File: config.mk
export PLATFORM = sky130hd
export DESIGN_NAME = goc_regs
export DESIGN_NICKNAME = d
export VERILOG_FILES = /design/src/goc_pkg.sv /design/src/goc_regs.sv
export SDC_FILE = /design/constraint.sdc
export NUM_CORES = 1
export LEC_CHECK = 0
export ABC_AREA = 1
export BUFFER_PORTS_ARGS = -buffer_cell sky130_fd_sc_hd__buf_2
export CORE_MARGIN = 2
export CORE_UTILIZATION = 50
export CTS_CLUSTER_DIAMETER = 150
export CTS_CLUSTER_SIZE = 24
export DETAILED_ROUTE_END_ITERATION = 10
export PLACE_DENSITY = 0.79
export REMOVE_ABC_BUFFERS = 1
export SLEW_MARGIN = 10
export SYNTH_ARGS = -nofsm -noshare
export SYNTH_HDL_FRONTEND = slang
export SYNTH_SLANG_ARGS = --single-unit
File: constraint.sdc
create_clock -name clock -period 2.6 [get_ports clock]
set_clock_uncertainty 0.1 [all_clocks]
set_input_delay 0.26 -clock clock [delete_from_list [all_inputs] [get_ports clock]]
set_output_delay 0.26 -clock clock [all_outputs]
set_load 0.05 [all_outputs]
File: src/goc_pkg.sv
package goc_pkg;

	// Configuration register indices.
	localparam logic [7:0] GOC_IDX_CLOCK_FAN = 8'h24;
	localparam logic [7:0] GOC_IDX_TRISTATE = 8'h25;
	localparam logic [7:0] GOC_IDX_LOCK_LEGACY = 8'h26;

	// Field positions in the clock and fan option register.
	localparam int GOC_B_CPU1_OD = 7;
	localparam int GOC_B_CLK48 = 6;
	localparam int GOC_B_AUX_OD = 5;
	localparam int GOC_B_SYS_PP = 4;
	localparam int GOC_B_CPU0_PP = 3;
	localparam int GOC_B_KEYBOARD_EN = 2;
	localparam int GOC_B_FLASH_EN = 1;

	// Field positions in the tri-state register.
	localparam int GOC_B_SERB_FLT = 5;
	localparam int GOC_B_SERA_FLT = 4;
	localparam int GOC_B_PAR_FLT = 3;
	localparam int GOC_B_FLP_FLT = 0;

	// Field positions in the lock and legacy register.
	localparam int GOC_B_PORT_SEL = 6;
	localparam int GOC_B_LOCK = 5;
	localparam int GOC_B_FLP_LEG = 3;
	localparam int GOC_B_PAR_LEG = 2;
	localparam int GOC_B_SERA_LEG = 1;
	localparam int GOC_B_SERB_LEG = 0;

	// Writable masks and reset values; strap bits are merged separately.
	localparam logic [7:0] GOC_MASK_CLOCK_FAN = 8'hFA;
	localparam logic [7:0] GOC_MASK_TRISTATE = 8'h39;
	localparam logic [7:0] GOC_MASK_LOCK_LEGACY = 8'h6F;
	localparam logic [7:0] GOC_RST_CLOCK_FAN = 8'h40;
	localparam logic [7:0] GOC_RST_TRISTATE = 8'h00;
	localparam logic [7:0] GOC_RST_LOCK_LEGACY = 8'h00;
	// Fill count at the last enabled edge of the strap window (four edges in all).
	localparam logic [1:0] GOC_STRAP_LAST = 2'h3;

	// Legacy entry key and the two possible entry ports.
	localparam logic [7:0] GOC_ENTRY_KEY = 8'h87;
	localparam logic [7:0] GOC_PORT_LOW = 8'h2E;
	localparam logic [7:0] GOC_PORT_HIGH = 8'h4E;

	// Fan output driver modes carried to the fan block.
	typedef struct packed {
		logic cpu_fan_drive_one_od;
		logic auxiliary_fan_drive_od;
		logic system_fan_drive_od;
		logic cpu_fan_drive_zero_od;
	} goc_fan_mode_t;

	// Legacy interrupt selection controls.
	typedef struct packed {
		logic floppy_legacy_irq_off;
		logic parallel_legacy_irq_off;
		logic serial_a_legacy_irq_off;
		logic serial_b_legacy_irq_off;
	} goc_legacy_t;

	// Interface float controls.
	typedef struct packed {
		logic serial_b_float;
		logic serial_a_float;
		logic parallel_float;
		logic floppy_float;
	} goc_float_t;

endpackage : goc_pkg

File: src/goc_regs.sv
// Behaviour
// - Bit 7 selects CPU fan one open-drain.
// - Bit 6 selects 48 MHz input clock.
// - Bit 5 selects auxiliary fan open-drain.
// - Bit 4 selects system fan push-pull.
// - Bit 3 selects CPU fan zero push-pull.
// - Bit 2 read-only keyboard strap enable.
// - Bit 1 strap-loaded writable flash enable, remaps pins.
// - Tri-state register resets zero, floats interfaces.
// - Bit 6 chooses entry port 2E or 4E.
// - Lock bit blocks configuration reads and writes.
// - Floppy legacy selection honours output register bit.
// - Parallel legacy selection honours control register bit.
// - Serial A legacy selection honours handshake bit.
// - Serial B legacy selection honours handshake bit.
// - Reset values with strap bits taken from pins.
module goc_regs
	import goc_pkg::*;
(
	// Clock, reset and clock enable.
	input wire logic clock,
	input wire logic rst_n,
	input wire logic clk_en,
	// Configuration access from the host-side decoder.
	input wire logic cfg_wr,
	input wire logic cfg_rd,
	input wire logic [7:0] cfg_index,
	input wire logic [7:0] cfg_wdata,
	output logic [7:0] cfg_rdata,
	output logic cfg_hit,
	// Other configuration registers gate on this lock.
	output logic config_write_lock,
	// Power-on strap pins, asynchronous to the clock.
	input wire logic serial_a_tx_strap_pin,
	input wire logic serial_a_terminal_ready_pin,
	input wire logic serial_a_request_send_pin,
	// Fan drivers and clock select.
	output goc_fan_mode_t fan_mode,
	output logic input_clock_rate_sel,
	// Keyboard and flash enables.
	output logic keyboard_ctrl_strap_en,
	output logic serial_flash_en,
	// Pin mux: high selects the flash function on the four shared pins.
	output logic pin2_flash_clock,
	output logic pin19_flash_chip_enable,
	output logic pin58_flash_in,
	output logic pin118_flash_out,
	// Entry port decode.
	output logic [7:0] config_entry_port,
	output logic [7:0] config_entry_key,
	// Floats and legacy interrupt selection.
	output goc_float_t iface_float,
	output goc_legacy_t legacy_ctrl,
	// Legacy interrupt-select bits from the peripherals.
	input wire logic floppy_dor_bit3,
	input wire logic parallel_device_ctrl_reg_bit4,
	input wire logic serial_a_handshake_ctrl_reg_bit3,
	input wire logic serial_b_handshake_ctrl_reg_bit3,
	// Effective legacy interrupt-select bits.
	output logic floppy_irq_sel_eff,
	output logic parallel_irq_sel_eff,
	output logic serial_a_irq_sel_eff,
	output logic serial_b_irq_sel_eff
);

	// Strap synchronisers: three stages each, second and third must agree.
	logic [2:0] strap_s1_ff;
	logic [2:0] strap_s2_ff;
	logic [2:0] strap_s3_ff;
	// Filtered strap level; updates only when stages two and three agree.
	logic [2:0] strap_lvl_ff;
	// Latch window is open until the fourth enabled edge after reset.
	logic strap_open_ff;
	// Register storage.
	logic [7:0] clock_fan_ff;
	logic [7:0] tristate_ff;
	logic [7:0] lock_legacy_ff;
	// Next filtered strap level, computed from the two settled stages.
	logic [2:0] nxt_strap_lvl;
	// Register images with the strap levels merged in; used only while the
	// window is open, so a host write can never race a strap load.
	logic [7:0] strap_merge_cf;
	logic [7:0] strap_merge_ll;
	// Window stays open until the fill counter reaches its last count.
	logic strap_still_open;
	// Counts enabled edges spent inside the strap window.
	logic [1:0] fill_cnt_ff;

	// Synchronise the strap pins.
	always_ff @(posedge clock or negedge rst_n)
	begin
		if (!rst_n)
		begin
			strap_s1_ff <= 3'h0;
			strap_s2_ff <= 3'h0;
			strap_s3_ff <= 3'h0;
			strap_lvl_ff <= 3'h0;
		end
		else if (clk_en)
		begin
			strap_s1_ff <= {serial_a_request_send_pin, serial_a_terminal_ready_pin,
				serial_a_tx_strap_pin};
			strap_s2_ff <= strap_s1_ff;
			strap_s3_ff <= strap_s2_ff;
			strap_lvl_ff <= nxt_strap_lvl;
		end
	end

	// Each strap bit follows the pin only when two synchronised stages agree.
	assign nxt_strap_lvl = (strap_s2_ff & strap_s3_ff)
		| (strap_lvl_ff & (strap_s2_ff | strap_s3_ff));

	// Register decode; the lock hides every register, including its own.
	logic lock_on;
	logic acc_ok;
	logic wr_cf;
	logic wr_ts;
	logic wr_ll;
	assign lock_on = lock_legacy_ff[GOC_B_LOCK];
	assign acc_ok = !lock_on;
	assign wr_cf = cfg_wr && acc_ok && (cfg_index == GOC_IDX_CLOCK_FAN);
	assign wr_ts = cfg_wr && acc_ok && (cfg_index == GOC_IDX_TRISTATE);
	assign wr_ll = cfg_wr && acc_ok && (cfg_index == GOC_IDX_LOCK_LEGACY);
	assign cfg_hit = (cfg_index == GOC_IDX_CLOCK_FAN) || (cfg_index == GOC_IDX_TRISTATE)
		|| (cfg_index == GOC_IDX_LOCK_LEGACY);

	// Next values; the keyboard strap bit always keeps its latched value.
	logic [7:0] nxt_clock_fan;
	logic [7:0] nxt_tristate;
	logic [7:0] nxt_lock_legacy;
	assign nxt_clock_fan = wr_cf
		? ((cfg_wdata & GOC_MASK_CLOCK_FAN) | (clock_fan_ff & ~GOC_MASK_CLOCK_FAN))
		: clock_fan_ff;
	assign nxt_tristate = wr_ts ? (cfg_wdata & GOC_MASK_TRISTATE) : tristate_ff;
	assign nxt_lock_legacy = wr_ll ? (cfg_wdata & GOC_MASK_LOCK_LEGACY) : lock_legacy_ff;

	// Register update. The strap window overrides writes to the two strap-bearing
	// registers for its four edges, because the host cannot be issuing cycles
	// while straps settle.
	always_ff @(posedge clock or negedge rst_n)
	begin
		if (!rst_n)
		begin
			clock_fan_ff <= GOC_RST_CLOCK_FAN;
			tristate_ff <= GOC_RST_TRISTATE;
			lock_legacy_ff <= GOC_RST_LOCK_LEGACY;
			strap_open_ff <= 1'b1;
		end
		else if (clk_en)
		begin
			tristate_ff <= nxt_tristate;
			if (strap_open_ff)
			begin
				// Catch strap levels at the window's last edge, then hold them.
				clock_fan_ff <= strap_merge_cf;
				lock_legacy_ff <= strap_merge_ll;
				strap_open_ff <= strap_still_open;
			end
			else
			begin
				clock_fan_ff <= nxt_clock_fan;
				lock_legacy_ff <= nxt_lock_legacy;
			end
		end
	end

	// Strap merge; the window stays open until the synchroniser has filled.
	assign strap_merge_cf = {clock_fan_ff[7:3], nxt_strap_lvl[0], nxt_strap_lvl[1], 1'b0};
	assign strap_merge_ll = {1'b0, nxt_strap_lvl[2], lock_legacy_ff[5:0]};
	assign strap_still_open = (fill_cnt_ff != GOC_STRAP_LAST);

	// Count synchroniser fill cycles after reset release.
	always_ff @(posedge clock or negedge rst_n)
	begin
		if (!rst_n)
			fill_cnt_ff <= 2'h0;
		else if (clk_en && strap_open_ff)
			fill_cnt_ff <= fill_cnt_ff + 2'h1;
	end

	// Read mux; a locked bank reads zero.
	assign cfg_rdata = !(cfg_rd && acc_ok) ? 8'h00
		: (cfg_index == GOC_IDX_CLOCK_FAN) ? clock_fan_ff
		: (cfg_index == GOC_IDX_TRISTATE) ? tristate_ff
		: (cfg_index == GOC_IDX_LOCK_LEGACY) ? lock_legacy_ff : 8'h00;
	assign config_write_lock = lock_on;

	// Fan driver modes; two fields are inverted so all outputs read 1 = open-drain.
	assign fan_mode.cpu_fan_drive_one_od = clock_fan_ff[GOC_B_CPU1_OD];
	assign fan_mode.auxiliary_fan_drive_od = clock_fan_ff[GOC_B_AUX_OD];
	assign fan_mode.system_fan_drive_od = !clock_fan_ff[GOC_B_SYS_PP];
	assign fan_mode.cpu_fan_drive_zero_od = !clock_fan_ff[GOC_B_CPU0_PP];
	assign input_clock_rate_sel = clock_fan_ff[GOC_B_CLK48];

	// Strap-derived enables and the flash pin remap.
	assign keyboard_ctrl_strap_en = clock_fan_ff[GOC_B_KEYBOARD_EN];
	assign serial_flash_en = clock_fan_ff[GOC_B_FLASH_EN];
	assign pin2_flash_clock = serial_flash_en;
	assign pin19_flash_chip_enable = serial_flash_en;
	assign pin58_flash_in = serial_flash_en;
	assign pin118_flash_out = serial_flash_en;

	// Entry port selection.
	assign config_entry_port = lock_legacy_ff[GOC_B_PORT_SEL] ? GOC_PORT_HIGH
		: GOC_PORT_LOW;
	assign config_entry_key = GOC_ENTRY_KEY;

	// Interface floats.
	assign iface_float.serial_b_float = tristate_ff[GOC_B_SERB_FLT];
	assign iface_float.serial_a_float = tristate_ff[GOC_B_SERA_FLT];
	assign iface_float.parallel_float = tristate_ff[GOC_B_PAR_FLT];
	assign iface_float.floppy_float = tristate_ff[GOC_B_FLP_FLT];

	// Legacy interrupt selection: a set control masks the peripheral bit.
	assign legacy_ctrl.floppy_legacy_irq_off = lock_legacy_ff[GOC_B_FLP_LEG];
	assign legacy_ctrl.parallel_legacy_irq_off = lock_legacy_ff[GOC_B_PAR_LEG];
	assign legacy_ctrl.serial_a_legacy_irq_off = lock_legacy_ff[GOC_B_SERA_LEG];
	assign legacy_ctrl.serial_b_legacy_irq_off = lock_legacy_ff[GOC_B_SERB_LEG];
	assign floppy_irq_sel_eff = floppy_dor_bit3 && !legacy_ctrl.floppy_legacy_irq_off;
	assign parallel_irq_sel_eff = parallel_device_ctrl_reg_bit4
		&& !legacy_ctrl.parallel_legacy_irq_off;
	assign serial_a_irq_sel_eff = serial_a_handshake_ctrl_reg_bit3
		&& !legacy_ctrl.serial_a_legacy_irq_off;
	assign serial_b_irq_sel_eff = serial_b_handshake_ctrl_reg_bit3
		&& !legacy_ctrl.serial_b_legacy_irq_off;
endmodule // goc_regs

Word level (Yosys, flattened, before mapping)
Cells that the tools add are included.
{"block": "totals", "ff_bits": 34}
{"block": "classes", "reduce_logical": 26, "bitwise_logic": 6, "eq_ne": 4, "add_sub_neg": 1, "muxes": 10}
{"cell": "$mux W8", "count": 6}
{"cell": "$eq A8 B6 Y1 const B", "count": 3}
{"cell": "$logic_and A1 B1 Y1", "count": 10}
{"cell": "$or A8 B3 Y8", "count": 1}
{"cell": "$logic_not A1 Y1", "count": 7}
{"cell": "$mux W7", "count": 1}
{"cell": "$and A3 B3 Y3", "count": 2}
{"cell": "$mux W3", "count": 2}
{"cell": "$or A3 B3 Y3", "count": 2}
{"cell": "$reduce_and A2 Y1", "count": 3}
{"cell": "$reduce_and A3 Y1", "count": 2}
{"cell": "$reduce_bool A2 Y1", "count": 2}
{"cell": "$add A2 B1 Y2 const B", "count": 1}
{"cell": "$logic_or A1 B1 Y1", "count": 2}
{"cell": "$ne A2 B2 Y1 const B", "count": 1}
{"cell": "$mux W1", "count": 1}
{"cell": "$not A1 Y1", "count": 1}

Logic depth before layout (Yosys ltp)
Gate-level depths: netlist of the first run.
{"block": "logic_depth", "ltp_word": 5, "mapped_depth": 8, "depth_no_buf": 8}

Least setup slack after synthesis of the first run
No wires, ideal clock.
{"block": "synth_timing", "kind": "register to output", "startpoint": "reg lock_legacy_ff[5]", "endpoint": "out cfg_rdata[0]", "stages_incl_launch_ff": 6, "path_buffers": 0, "slack_ns": 0.472, "required_time_ns": 2.240, "arrival_time_ns": 1.768, "path_cell_list": "dfrtp_1 > inv_1 > nand2_1 > inv_1 > nand2_1 > a21oi_1"}
{"block": "synth_between", "elab_chain_cells": 3}
{"element": "from (decl)", "line": "goc_regs.sv:77", "source": "logic [7:0] lock_legacy_ff;"}
{"element": "from (signal assigned)", "line": "goc_regs.sv:156", "source": "lock_legacy_ff <= strap_merge_ll;"}
{"element": "from (signal assigned)", "line": "goc_regs.sv:162", "source": "lock_legacy_ff <= nxt_lock_legacy;"}
{"element": "$logic_not A1 Y1", "line": "goc_regs.sv:120", "source": "assign acc_ok = !lock_on;"}
{"element": "$logic_and A1 B1 Y1", "line": "goc_regs.sv:182", "source": "assign cfg_rdata = !(cfg_rd && acc_ok) ? 8'h00"}
{"element": "$mux W8", "line": "goc_regs.sv:182"}
{"element": "to (decl)", "line": "goc_regs.sv:29", "source": "output logic [7:0] cfg_rdata,"}
No other way between the ends.

Worst setup path in the final report of the first run
Same ends and word-level chain as after synthesis.

==> tab_implementation.tex, run 1 <==
\begin{tabular}{lr}
\hline
Metric & Value \\
\hline
\multicolumn{2}{l}{\textbf{STA}} \\
\quad Slew at the pin closest to its max-slew limit & 0.676 ns \\
\quad Max-slew headroom at the worst pin & 0.550 \\
\quad RSZ-0062 raised after global routing & false \\
\quad Top achievable clock speed & 0.508 GHz \\
\quad Setup violators final & 0 \\
\quad Number of hold-slack violations in the final timing report & 0 \\
\quad Fin. max-slew vios & 0 \\
\quad Fin crit share & 0.758 \\
\quad Final critical-path required period & 1.97 ns \\
\quad Total Negative Setup Slacks & 0 ns \\
\multicolumn{2}{l}{\textbf{GRT}} \\
\quad First-pass GRT wire length & 6650 µm \\
\quad Vias in the first global route & 1508 \\
\quad Initial antenna violation count & 0 \\
\quad Overall global routing resource usage & 0.207 \\
\quad Pin count of the biggest net entering global routing & 33 \\
\quad Total global routing overflow & 0 \\
\multicolumn{2}{l}{\textbf{Pwr}} \\
\quad Leakage dissipation & 1.36 nW \\
\quad IR drop worst, VDD & 0.595 mV \\
\quad Power density over the cells & 633 nW/µm² \\
\multicolumn{2}{l}{\textbf{Routing}} \\
\quad Pre-antenna DRT Iters & 5 \\
\quad Antenna-violating nets left & 0 \\
\quad Overall via count from detail\_route & 1751 \\
\quad Sum of routed wire length over all layers & 4140 µm \\
\quad WL/cell & 11.4 µm \\
\quad Drt drc & 0 \\
\quad 1st-iter DRT viols & 89 \\
\quad Via density per instance & 4.82 \\
\multicolumn{2}{l}{\textbf{Hold path}} \\
\quad Hold wc startpoint & serial\_a\_request\_send\_pin \\
\quad Endpoint of the worst hold path & strap\_s1\_ff[2]\$\_DFFE\_PN0P\_ \\
\quad Hold Path Depth & 3 \\
\quad Kind of path behind the tightest hold check & in -> reg \\
\multicolumn{2}{l}{\textbf{Place}} \\
\quad Cell area after placement & 2170 µm² \\
\quad Port Buf Inserts & 62 \\
\quad Final HPWL DP & 3220 µm \\
\quad Routability congestion estimate & 0.832 \\
\multicolumn{2}{l}{\textbf{Critical path}} \\
\quad Cell family contributing the most delay on the critical path & buffers and inverters \\
\quad Worst Path Arrival & 1.61 ns \\
\quad Source of the worst register-to-register timing path & lock\_legacy\_ff[5]\$\_DFFE\_PN0P\_ \\
\quad Type of the worst setup path & reg -> out \\
\quad CP max stage cell & sky130\_fd\_sc\_hd\_\_dfrtp\_1 \\
\quad Count of cells along the worst register-to-register path & 7 \\
\quad Max incr delay on CP & 0.41 ns \\
\quad Type of destination of the critical path & primary output \\
\quad Type of origin of the critical path & register \\
\quad Reg-to-reg setup timing slack & 1.13 ns \\
\quad Critical-path cell list & inv\_1, nand2\_1, inv\_1, nand2\_1, a21oi\_1, buf\_2 \\
\quad Buffer and inverter count on the worst path & 3 \\
\quad Critical R2R Capture & clock\_fan\_ff[1]\$\_DFFE\_PN0P\_ \\
\quad Worst-path fanout max & 5 \\
\quad Data required time at the worst endpoint & 2.24 ns \\
\multicolumn{2}{l}{\textbf{Layout}} \\
\quad Layout cells sized above 1 & 0.276 \\
\quad Fill cell count & 346 \\
\quad Area growth from synthesis to final layout & 17.9\% \\
\quad N\_diodes & 0 \\
\quad Post-Layout Inst Area & 2270 µm² \\
\quad Final layout net count & 343 \\
\quad Footprint of the multi-input gates & 866 µm² \\
\quad Final core utilization & 0.615 \\
\quad Register area & 803 µm² \\
\multicolumn{2}{l}{\textbf{Synth}} \\
\quad Dominant cells by area after synthesis & sky130\_fd\_sc\_hd\_\_dfrtp\_1 (39\%), sky130\_fd\_sc\_hd\_\_nand2\_1 (17\%), sky130\_fd\_sc\_hd\_\_buf\_4 (8.2\%) \\
\quad Total standard cell area after synthesis & 1920 µm² \\
\quad Post-synthesis average cell area & 7.51 µm² \\
\quad Leading area contributor after synthesis & sky130\_fd\_sc\_hd\_\_dfrtp\_1 \\
\quad Register bit total from synthesis & 32 \\
\quad Post-synth top area share & 0.390 \\
\quad Share of the yosys chip area belonging to registers & 0.418 \\
\quad Number of library cell types mapped by synthesis & 24 \\
\quad Synthesized instance count & 256 \\
\quad Count of synthesis-stage warnings from yosys & 0 \\
\multicolumn{2}{l}{\textbf{Floorplanning}} \\
\quad Area enclosed by the die boundary & 4360 µm² \\
\quad Initial core utilization & 0.521 \\
\quad Count of boundary I/O pins & 77 \\
\quad Number of cell rows & 22 \\
\quad Floorplan die height & 66.0 µm \\
\quad Core region area & 3690 µm² \\
\quad Width of the die & 66.0 µm \\
\multicolumn{2}{l}{\textbf{Clocking}} \\
\quad Clock root buffer & sky130\_fd\_sc\_hd\_\_clkbuf\_8 \\
\quad CTS tree & done \\
\quad Post-CTS resize count & 0 \\
\quad Clock sink count & 32 \\
\quad Clock slew at reported path FFs & 0.06 ns \\
\quad Number of clock buffers inserted by TritonCTS & 5 \\
\quad Clock Path Buffers & 2 \\
\quad Number of H-tree levels & 2 \\
\quad Worst-Skew Late Latency & 0.29 ns \\
\multicolumn{2}{l}{\textbf{Flow run}} \\
\quad Max-cap violations & 0 \\
\multicolumn{2}{l}{\textbf{Run status}} \\
\quad Result of the run & completed \\
\hline
\end{tabular}
==> repair_timing <==
item,CTS,global route
endpoints found under the hold margin,30,0
buffers inserted,0,0
hold buffers,1,0
==> Yosys cell counts <==
cell type and count:
sky130_fd_sc_hd__inv_1 32, sky130_fd_sc_hd__nand3_2 2, sky130_fd_sc_hd__buf_2 2, sky130_fd_sc_hd__nor2_1 12, sky130_fd_sc_hd__o21ai_0 12, sky130_fd_sc_hd__dfstp_2 2, sky130_fd_sc_hd__a211oi_1 1, sky130_fd_sc_hd__nand3b_1 1
sky130_fd_sc_hd__inv_2 2, sky130_fd_sc_hd__nor2_4 5, sky130_fd_sc_hd__nand4_1 5, sky130_fd_sc_hd__a21oi_1 7, sky130_fd_sc_hd__nand3_1 22, sky130_fd_sc_hd__nand2_1 87, sky130_fd_sc_hd__nor2_8 2, sky130_fd_sc_hd__ha_1 1
sky130_fd_sc_hd__xnor2_1 1, sky130_fd_sc_hd__clkbuf_1 1, sky130_fd_sc_hd__mux2_2 1, sky130_fd_sc_hd__nand2_2 3, sky130_fd_sc_hd__conb_1 2, sky130_fd_sc_hd__buf_4 21, sky130_fd_sc_hd__nand2_4 2, sky130_fd_sc_hd__dfrtp_1 30
==> worst reg2reg max path, delay by kind of cell, from the launching register on <==
family                 cells  cell delay [ns]
DFF                        1             0.41
buffers and inverters      1             0.12
and+or+nand+nor            6             0.78
==> worst max path at each step <==
stage / start / to / slack [ns] / cells past startpoint
2_1_floorplan: clock_fan_ff[1]$_DFFE_PN0P_ / cfg_rdata[1] / -0.54 / 2
5_1_grt: lock_legacy_ff[5]$_DFFE_PN0P_ / cfg_rdata[0] / 0.48 / 6
3_3_place_gp: cfg_index[4] / cfg_rdata[1] / 0.83 / 9
4_1_cts: lock_legacy_ff[5]$_DFFE_PN0P_ / cfg_rdata[0] / 0.64 / 6
3_5_place_dp: cfg_index[4] / cfg_rdata[2] / 0.80 / 9
6_report: lock_legacy_ff[5]$_DFFE_PN0P_ / cfg_rdata[0] / 0.63 / 6
==> power breakdown <==
group | total, mW | switching [mW] | internal [mW]
Combinational | 0.440 | 0.342 | 0.0982
Clock | 0.391 | 0.175 | 0.216
Sequential | 0.604 | 0.0465 | 0.557
Total | 1.43 | 0.563 | 0.871
==> flip-flops by register name, indices dropped and copies added (netlist names) <==
signal	flops
strap_lvl_ff	3
lock_legacy_ff	6
strap_s2_ff	3
strap_s1_ff	3
fill_cnt_ff	2
clock_fan_ff	7
strap_s3_ff	3
tristate_ff	4
strap_open_ff	1
==> cell families (layout without fill, tap and decap cells) <==
kind of cell	after synthesis	count (layout)	synth area share
AND/OR/NAND/NOR	141	141	0.353
buffers and inverters	58	105	0.155
flip-flops	32	32	0.418
AO/OA/AOI/OAI	20	20	0.0534
other	2	14	0.00391
adder cells (fa/ha/maj)	1	1	0.00651
XOR/XNOR	1	1	0.00456
multiplexers	1	1	0.00586
==> layer usage <==
metal,vias to the layer above,wire length (µm),track usage
li1,874,-,-
met1,803,1700,0.240
met2,64,2050,0.345
met3,10,287,0.0647
met4,0,99,0.0995
met5,-,0,0
==> metrics by stage <==
stage | worst slack, ns | total power, mW | instances | hold slack, ns
2_1_floorplan | -0.540 | 0.933 | 244 | -0.136
3_3_place_gp | 0.834 | 1.05 | 354 | 0.247
3_5_place_dp | 0.796 | 1.05 | 354 | 0.244
4_1_cts | 0.636 | 1.45 | 363 | 0.0696
5_1_grt | 0.482 | 1.51 | 363 | 0.0780
6_report | 0.630 | 1.43 | 363 | 0.0767
==> layout make-up <==
type | count | share of cell area
clock buffers | 8 | 0.0397
inverters | 34 | 0.0563
repair buffers | 63 | 0.141
multi-input cells | 178 | 0.382
flip-flops and latches | 32 | 0.354
well taps | 48 | 0.0265
==> layout by cell type (no fill, tap or decap), drive strengths merged, types with 2 or more instances in the layout <==
cell type and instances:
a21oi 7, buf 62, clkbuf 8, conb 14, dfrtp 30, dfstp 2, inv 34, nand2 92
nand3 24, nand4 5, nor2 19, o21ai 12
(Power assumes the default switching activity.)
==> run 2, diff against run 1 <==
--- a/config.mk
+++ b/config.mk
@@ -8,11 +8,11 @@
 export ABC_AREA = 1
 export BUFFER_PORTS_ARGS = -buffer_cell sky130_fd_sc_hd__buf_2
 export CORE_MARGIN = 2
-export CORE_UTILIZATION = 50
+export CORE_UTILIZATION = 44
 export CTS_CLUSTER_DIAMETER = 150
 export CTS_CLUSTER_SIZE = 24
 export DETAILED_ROUTE_END_ITERATION = 10
-export PLACE_DENSITY = 0.79
+export PLACE_DENSITY = 0.74
 export REMOVE_ABC_BUFFERS = 1
 export SLEW_MARGIN = 10
 export SYNTH_ARGS = -nofsm -noshare
==> constraint.sdc (replaced) <==
create_clock -name clock -period 1.7 [get_ports clock]
set_clock_uncertainty 0.1 [all_clocks]
set_input_delay 0.17 -clock clock [delete_from_list [all_inputs] [get_ports clock]]
set_output_delay 0.17 -clock clock [all_outputs]
set_load 0.05 [all_outputs]
==> run 2 against run 1 <==
- die area is 13% higher
- sequential cell count is the same
- cell area up 6.5%
- utilization is 5.2 points lower
- critical path type unchanged
- clock power up 80%
- global-route usage decreased by 3.2 points
- final cell count increased by 4.1%
- sequential power rose by 53%
- count of clock-buffer cells in the layout is 2 lower
- via count grew 0.57%
- sequential share of layout area down 2.2 points
==> tab_implementation.tex, run 2 (synthesis gave the netlist of run 1 again) <==
\begin{tabular}{lr}
\hline
Metric & Value \\
\hline
\multicolumn{2}{l}{\textbf{GRT}} \\
\quad Total global routing overflow & 0 (unchanged) \\
\quad Vias in the first global route & 1572 (was 1508) \\
\quad Pin count of the biggest net entering global routing & 33 (unchanged) \\
\quad First-pass GRT wire length & 6780 µm (was 6650 µm) \\
\quad Initial antenna violation count & 0 (unchanged) \\
\quad Overall global routing resource usage & 0.174 (was 0.207) \\
\multicolumn{2}{l}{\textbf{Layout}} \\
\quad Final layout net count & 354 (was 343) \\
\quad Layout cells sized above 1 & 0.313 (was 0.276) \\
\quad N\_diodes & 0 (unchanged) \\
\quad Fill cell count & 429 (was 346) \\
\quad Most used cells in the layout excluding fill and tap cells & sky130\_fd\_sc\_hd\_\_nand2\_1 (87), sky130\_fd\_sc\_hd\_\_buf\_2 (54), sky130\_fd\_sc\_hd\_\_inv\_1 (30), sky130\_fd\_sc\_hd\_\_dfrtp\_1 (30), sky130\_fd\_sc\_hd\_\_nand3\_1 (22) (was sky130\_fd\_sc\_hd\_\_nand2\_1 (87), sky130\_fd\_sc\_hd\_\_buf\_2 (62), sky130\_fd\_sc\_hd\_\_inv\_1 (32), sky130\_fd\_sc\_hd\_\_dfrtp\_1 (30), sky130\_fd\_sc\_hd\_\_nand3\_1 (22)) \\
\quad Count of placed standard cells in the final layout, fillers left out & 378 (was 363) \\
\quad Top register by number of flip-flops & clock\_fan\_ff (unchanged) \\
\quad Post-Layout Inst Area & 2410 µm² (was 2270 µm²) \\
\quad Number of flip-flops under the largest register name & 7 (unchanged) \\
\quad Most frequent standard cell in the layout excluding fill and tap cells & sky130\_fd\_sc\_hd\_\_nand2\_1 (unchanged) \\
\quad Largest registers ranked by flip-flop count & clock\_fan\_ff: 7 flops, lock\_legacy\_ff: 6 flops, tristate\_ff: 4 flops (unchanged) \\
\quad Final core utilization & 0.562 (was 0.615) \\
\quad Area growth from synthesis to final layout & 25.6\% (was 17.9\%) \\
\multicolumn{2}{l}{\textbf{Pwr}} \\
\quad IR drop worst, VDD & 0.848 mV (was 0.595 mV) \\
\quad Power density over the cells & 960 nW/µm² (was 633 nW/µm²) \\
\quad Leakage dissipation & 1.41 nW (was 1.36 nW) \\
\quad Power Total & 2.32 mW (was 1.43 mW) \\
\multicolumn{2}{l}{\textbf{STA}} \\
\quad Final critical-path required period & 1.64 ns \\
\quad Setup violators final & 0 (unchanged) \\
\quad RSZ-0062 raised after global routing & false (unchanged) \\
\quad Number of hold-slack violations in the final timing report & 0 (unchanged) \\
\quad Slew at the pin closest to its max-slew limit & 0.708 ns (was 0.676 ns) \\
\quad Total Negative Setup Slacks & 0 ns (unchanged) \\
\quad Fin crit share & 0.965 \\
\quad Post-route worst hold slack & 0.0137 ns (was 0.0767 ns) \\
\quad Fin. max-slew vios & 0 (unchanged) \\
\quad Worst setup margin & 0.0602 ns (was 0.630 ns) \\
\quad Top achievable clock speed & 0.610 GHz \\
\quad Max-slew headroom at the worst pin & 0.528 (was 0.550) \\
\multicolumn{2}{l}{\textbf{Critical path}} \\
\quad Worst Path Arrival & 1.37 ns (was 1.61 ns) \\
\quad Max incr delay on CP & 0.39 ns (was 0.41 ns) \\
\quad Type of destination of the critical path & primary output (unchanged) \\
\quad CP max stage cell & sky130\_fd\_sc\_hd\_\_dfrtp\_1 (unchanged) \\
\quad Cell mode on critical path & sky130\_fd\_sc\_hd\_\_buf\_4 \\
\quad Critical R2R Capture & tristate\_ff[3]\$\_DFFE\_PN0P\_ (was clock\_fan\_ff[1]\$\_DFFE\_PN0P\_) \\
\quad Type of the worst setup path & reg -> out (unchanged) \\
\quad Critical-path cell list & inv\_2, nand2\_1, buf\_4, a21oi\_1, buf\_4 (was inv\_1, nand2\_1, inv\_1, nand2\_1, a21oi\_1, buf\_2) \\
\quad Data required time at the worst endpoint & 1.43 ns (was 2.24 ns) \\
\quad Count of cells along the worst register-to-register path & 6 (was 7) \\
\quad Source of the worst register-to-register timing path & lock\_legacy\_ff[5]\$\_DFFE\_PN0P\_ (unchanged) \\
\quad Reg-to-reg setup timing slack & 0.30 ns (was 1.13 ns) \\
\quad Cell family contributing the most delay on the critical path & buffers and inverters (unchanged) \\
\quad Type of origin of the critical path & register (unchanged) \\
\quad Startpoint of the worst setup timing path & lock\_legacy\_ff[5]\$\_DFFE\_PN0P\_ (unchanged) \\
\quad Buffer and inverter count on the worst path & 3 (unchanged) \\
\quad Worst-path fanout max & 4 (was 5) \\
\multicolumn{2}{l}{\textbf{Hold path}} \\
\quad Kind of path behind the tightest hold check & in -> reg (unchanged) \\
\quad Hold wc startpoint & cfg\_wdata[7] (was serial\_a\_request\_send\_pin) \\
\quad Endpoint of the worst hold path & clock\_fan\_ff[7]\$\_DFFE\_PN0P\_ (was strap\_s1\_ff[2]\$\_DFFE\_PN0P\_) \\
\quad Hold Path Depth & 3 (unchanged) \\
\multicolumn{2}{l}{\textbf{Routing}} \\
\quad Pre-antenna DRT Iters & 5 (unchanged) \\
\quad Overall via count from detail\_route & 1761 (was 1751) \\
\quad Via density per instance & 4.66 (was 4.82) \\
\quad WL/cell & 11.3 µm (was 11.4 µm) \\
\quad Drt drc & 0 (unchanged) \\
\quad Sum of routed wire length over all layers & 4250 µm (was 4140 µm) \\
\quad 1st-iter DRT viols & 100 (was 89) \\
\quad Antenna-violating nets left & 0 (unchanged) \\
\multicolumn{2}{l}{\textbf{Floorplanning}} \\
\quad Initial core utilization & 0.448 (was 0.521) \\
\quad Count of boundary I/O pins & 77 (unchanged) \\
\quad Number of cell rows & 24 (was 22) \\
\quad Floorplan die height & 70.1 µm (was 66.0 µm) \\
\quad Area enclosed by the die boundary & 4920 µm² (was 4360 µm²) \\
\quad Width of the die & 70.1 µm (was 66.0 µm) \\
\quad Core region area & 4290 µm² (was 3690 µm²) \\
\multicolumn{2}{l}{\textbf{Place}} \\
\quad Number of cells after detailed placement & 365 (was 354) \\
\quad Routability congestion estimate & 0.800 (was 0.832) \\
\quad Final HPWL DP & 3320 µm (was 3220 µm) \\
\quad Port Buf Inserts & 62 (unchanged) \\
\quad Worst setup slack before clock tree synthesis & 0.0970 ns (was 0.796 ns) \\
\quad Cell area after placement & 2220 µm² (was 2170 µm²) \\
\multicolumn{2}{l}{\textbf{Clocking}} \\
\quad Clock sink count & 32 (unchanged) \\
\quad Number of H-tree levels & 2 (unchanged) \\
\quad Clock Path Buffers & 2 (unchanged) \\
\quad CTS tree & done (unchanged) \\
\quad Clock slew at reported path FFs & 0.06 ns (about the same) \\
\quad Clock root buffer & sky130\_fd\_sc\_hd\_\_clkbuf\_8 (unchanged) \\
\quad Worst-Skew Late Latency & 0.28 ns (was 0.29 ns) \\
\quad Number of clock buffers inserted by TritonCTS & 5 (unchanged) \\
\multicolumn{2}{l}{\textbf{Flow run}} \\
\quad Max-cap violations & 0 (unchanged) \\
\multicolumn{2}{l}{\textbf{Run status}} \\
\quad Result of the run & completed (unchanged) \\
\hline
\end{tabular}
run 2: final cells by class:
class	count	area [µm²]	share of cell area
clock inverters	2	35.0	0.0145
inverters	34	128	0.0528
multi-input cells	178	881	0.365
well taps	52	65.1	0.0269
flip-flops and latches	32	803	0.333
repair buffers	74	430	0.178
clock buffers	6	72.6	0.0301
run 2: metal layers:
layer,vias up,global-route usage,wire [µm]
met2,63,0.325,2220
met3,6,0.0433,262
met5,-,0,0
li1,893,-,-
met1,799,0.198,1700
met4,0,0.0427,66
run 2: report_power, final:
group | internal, mW | switching, mW | leakage (nW)
registers | 0.852 | 0.0754 | 0.409
clock network | 0.434 | 0.270 | 0.0552
logic | 0.159 | 0.527 | 0.949
total | 1.45 | 0.873 | 1.41
run 2: how the worst max path moves through the flow:
stage | to | slack (ns) | cells past startpoint
2_1_floorplan | cfg_rdata[1] | -1.35 | 2
3_3_place_gp | cfg_rdata[1] | 0.11 | 9
3_5_place_dp | cfg_rdata[1] | 0.1 | 9
4_1_cts | cfg_rdata[6] | 0.003 | 5
5_1_grt | cfg_rdata[6] | 0.004 | 5
6_report | cfg_rdata[6] | 0.06 | 5
run 2: worst register-to-register path: stages, from the launching register on:
cell and delay (ns):
sky130_fd_sc_hd__dfrtp_1 0.39, sky130_fd_sc_hd__inv_2 0.08, sky130_fd_sc_hd__nand2_2 0.12, sky130_fd_sc_hd__nor2_4 0.28, sky130_fd_sc_hd__nand2_1 0.18, sky130_fd_sc_hd__nand2_1 0.10
sky130_fd_sc_hd__nand2_1 0.05
run 2: repair_timing:
action	in CTS	in global routing
resized for setup	5	12
hold buffers	4	0
endpoints found under the hold margin	33	0
setup endpoints to repair	8	8
setup buffers	0	1
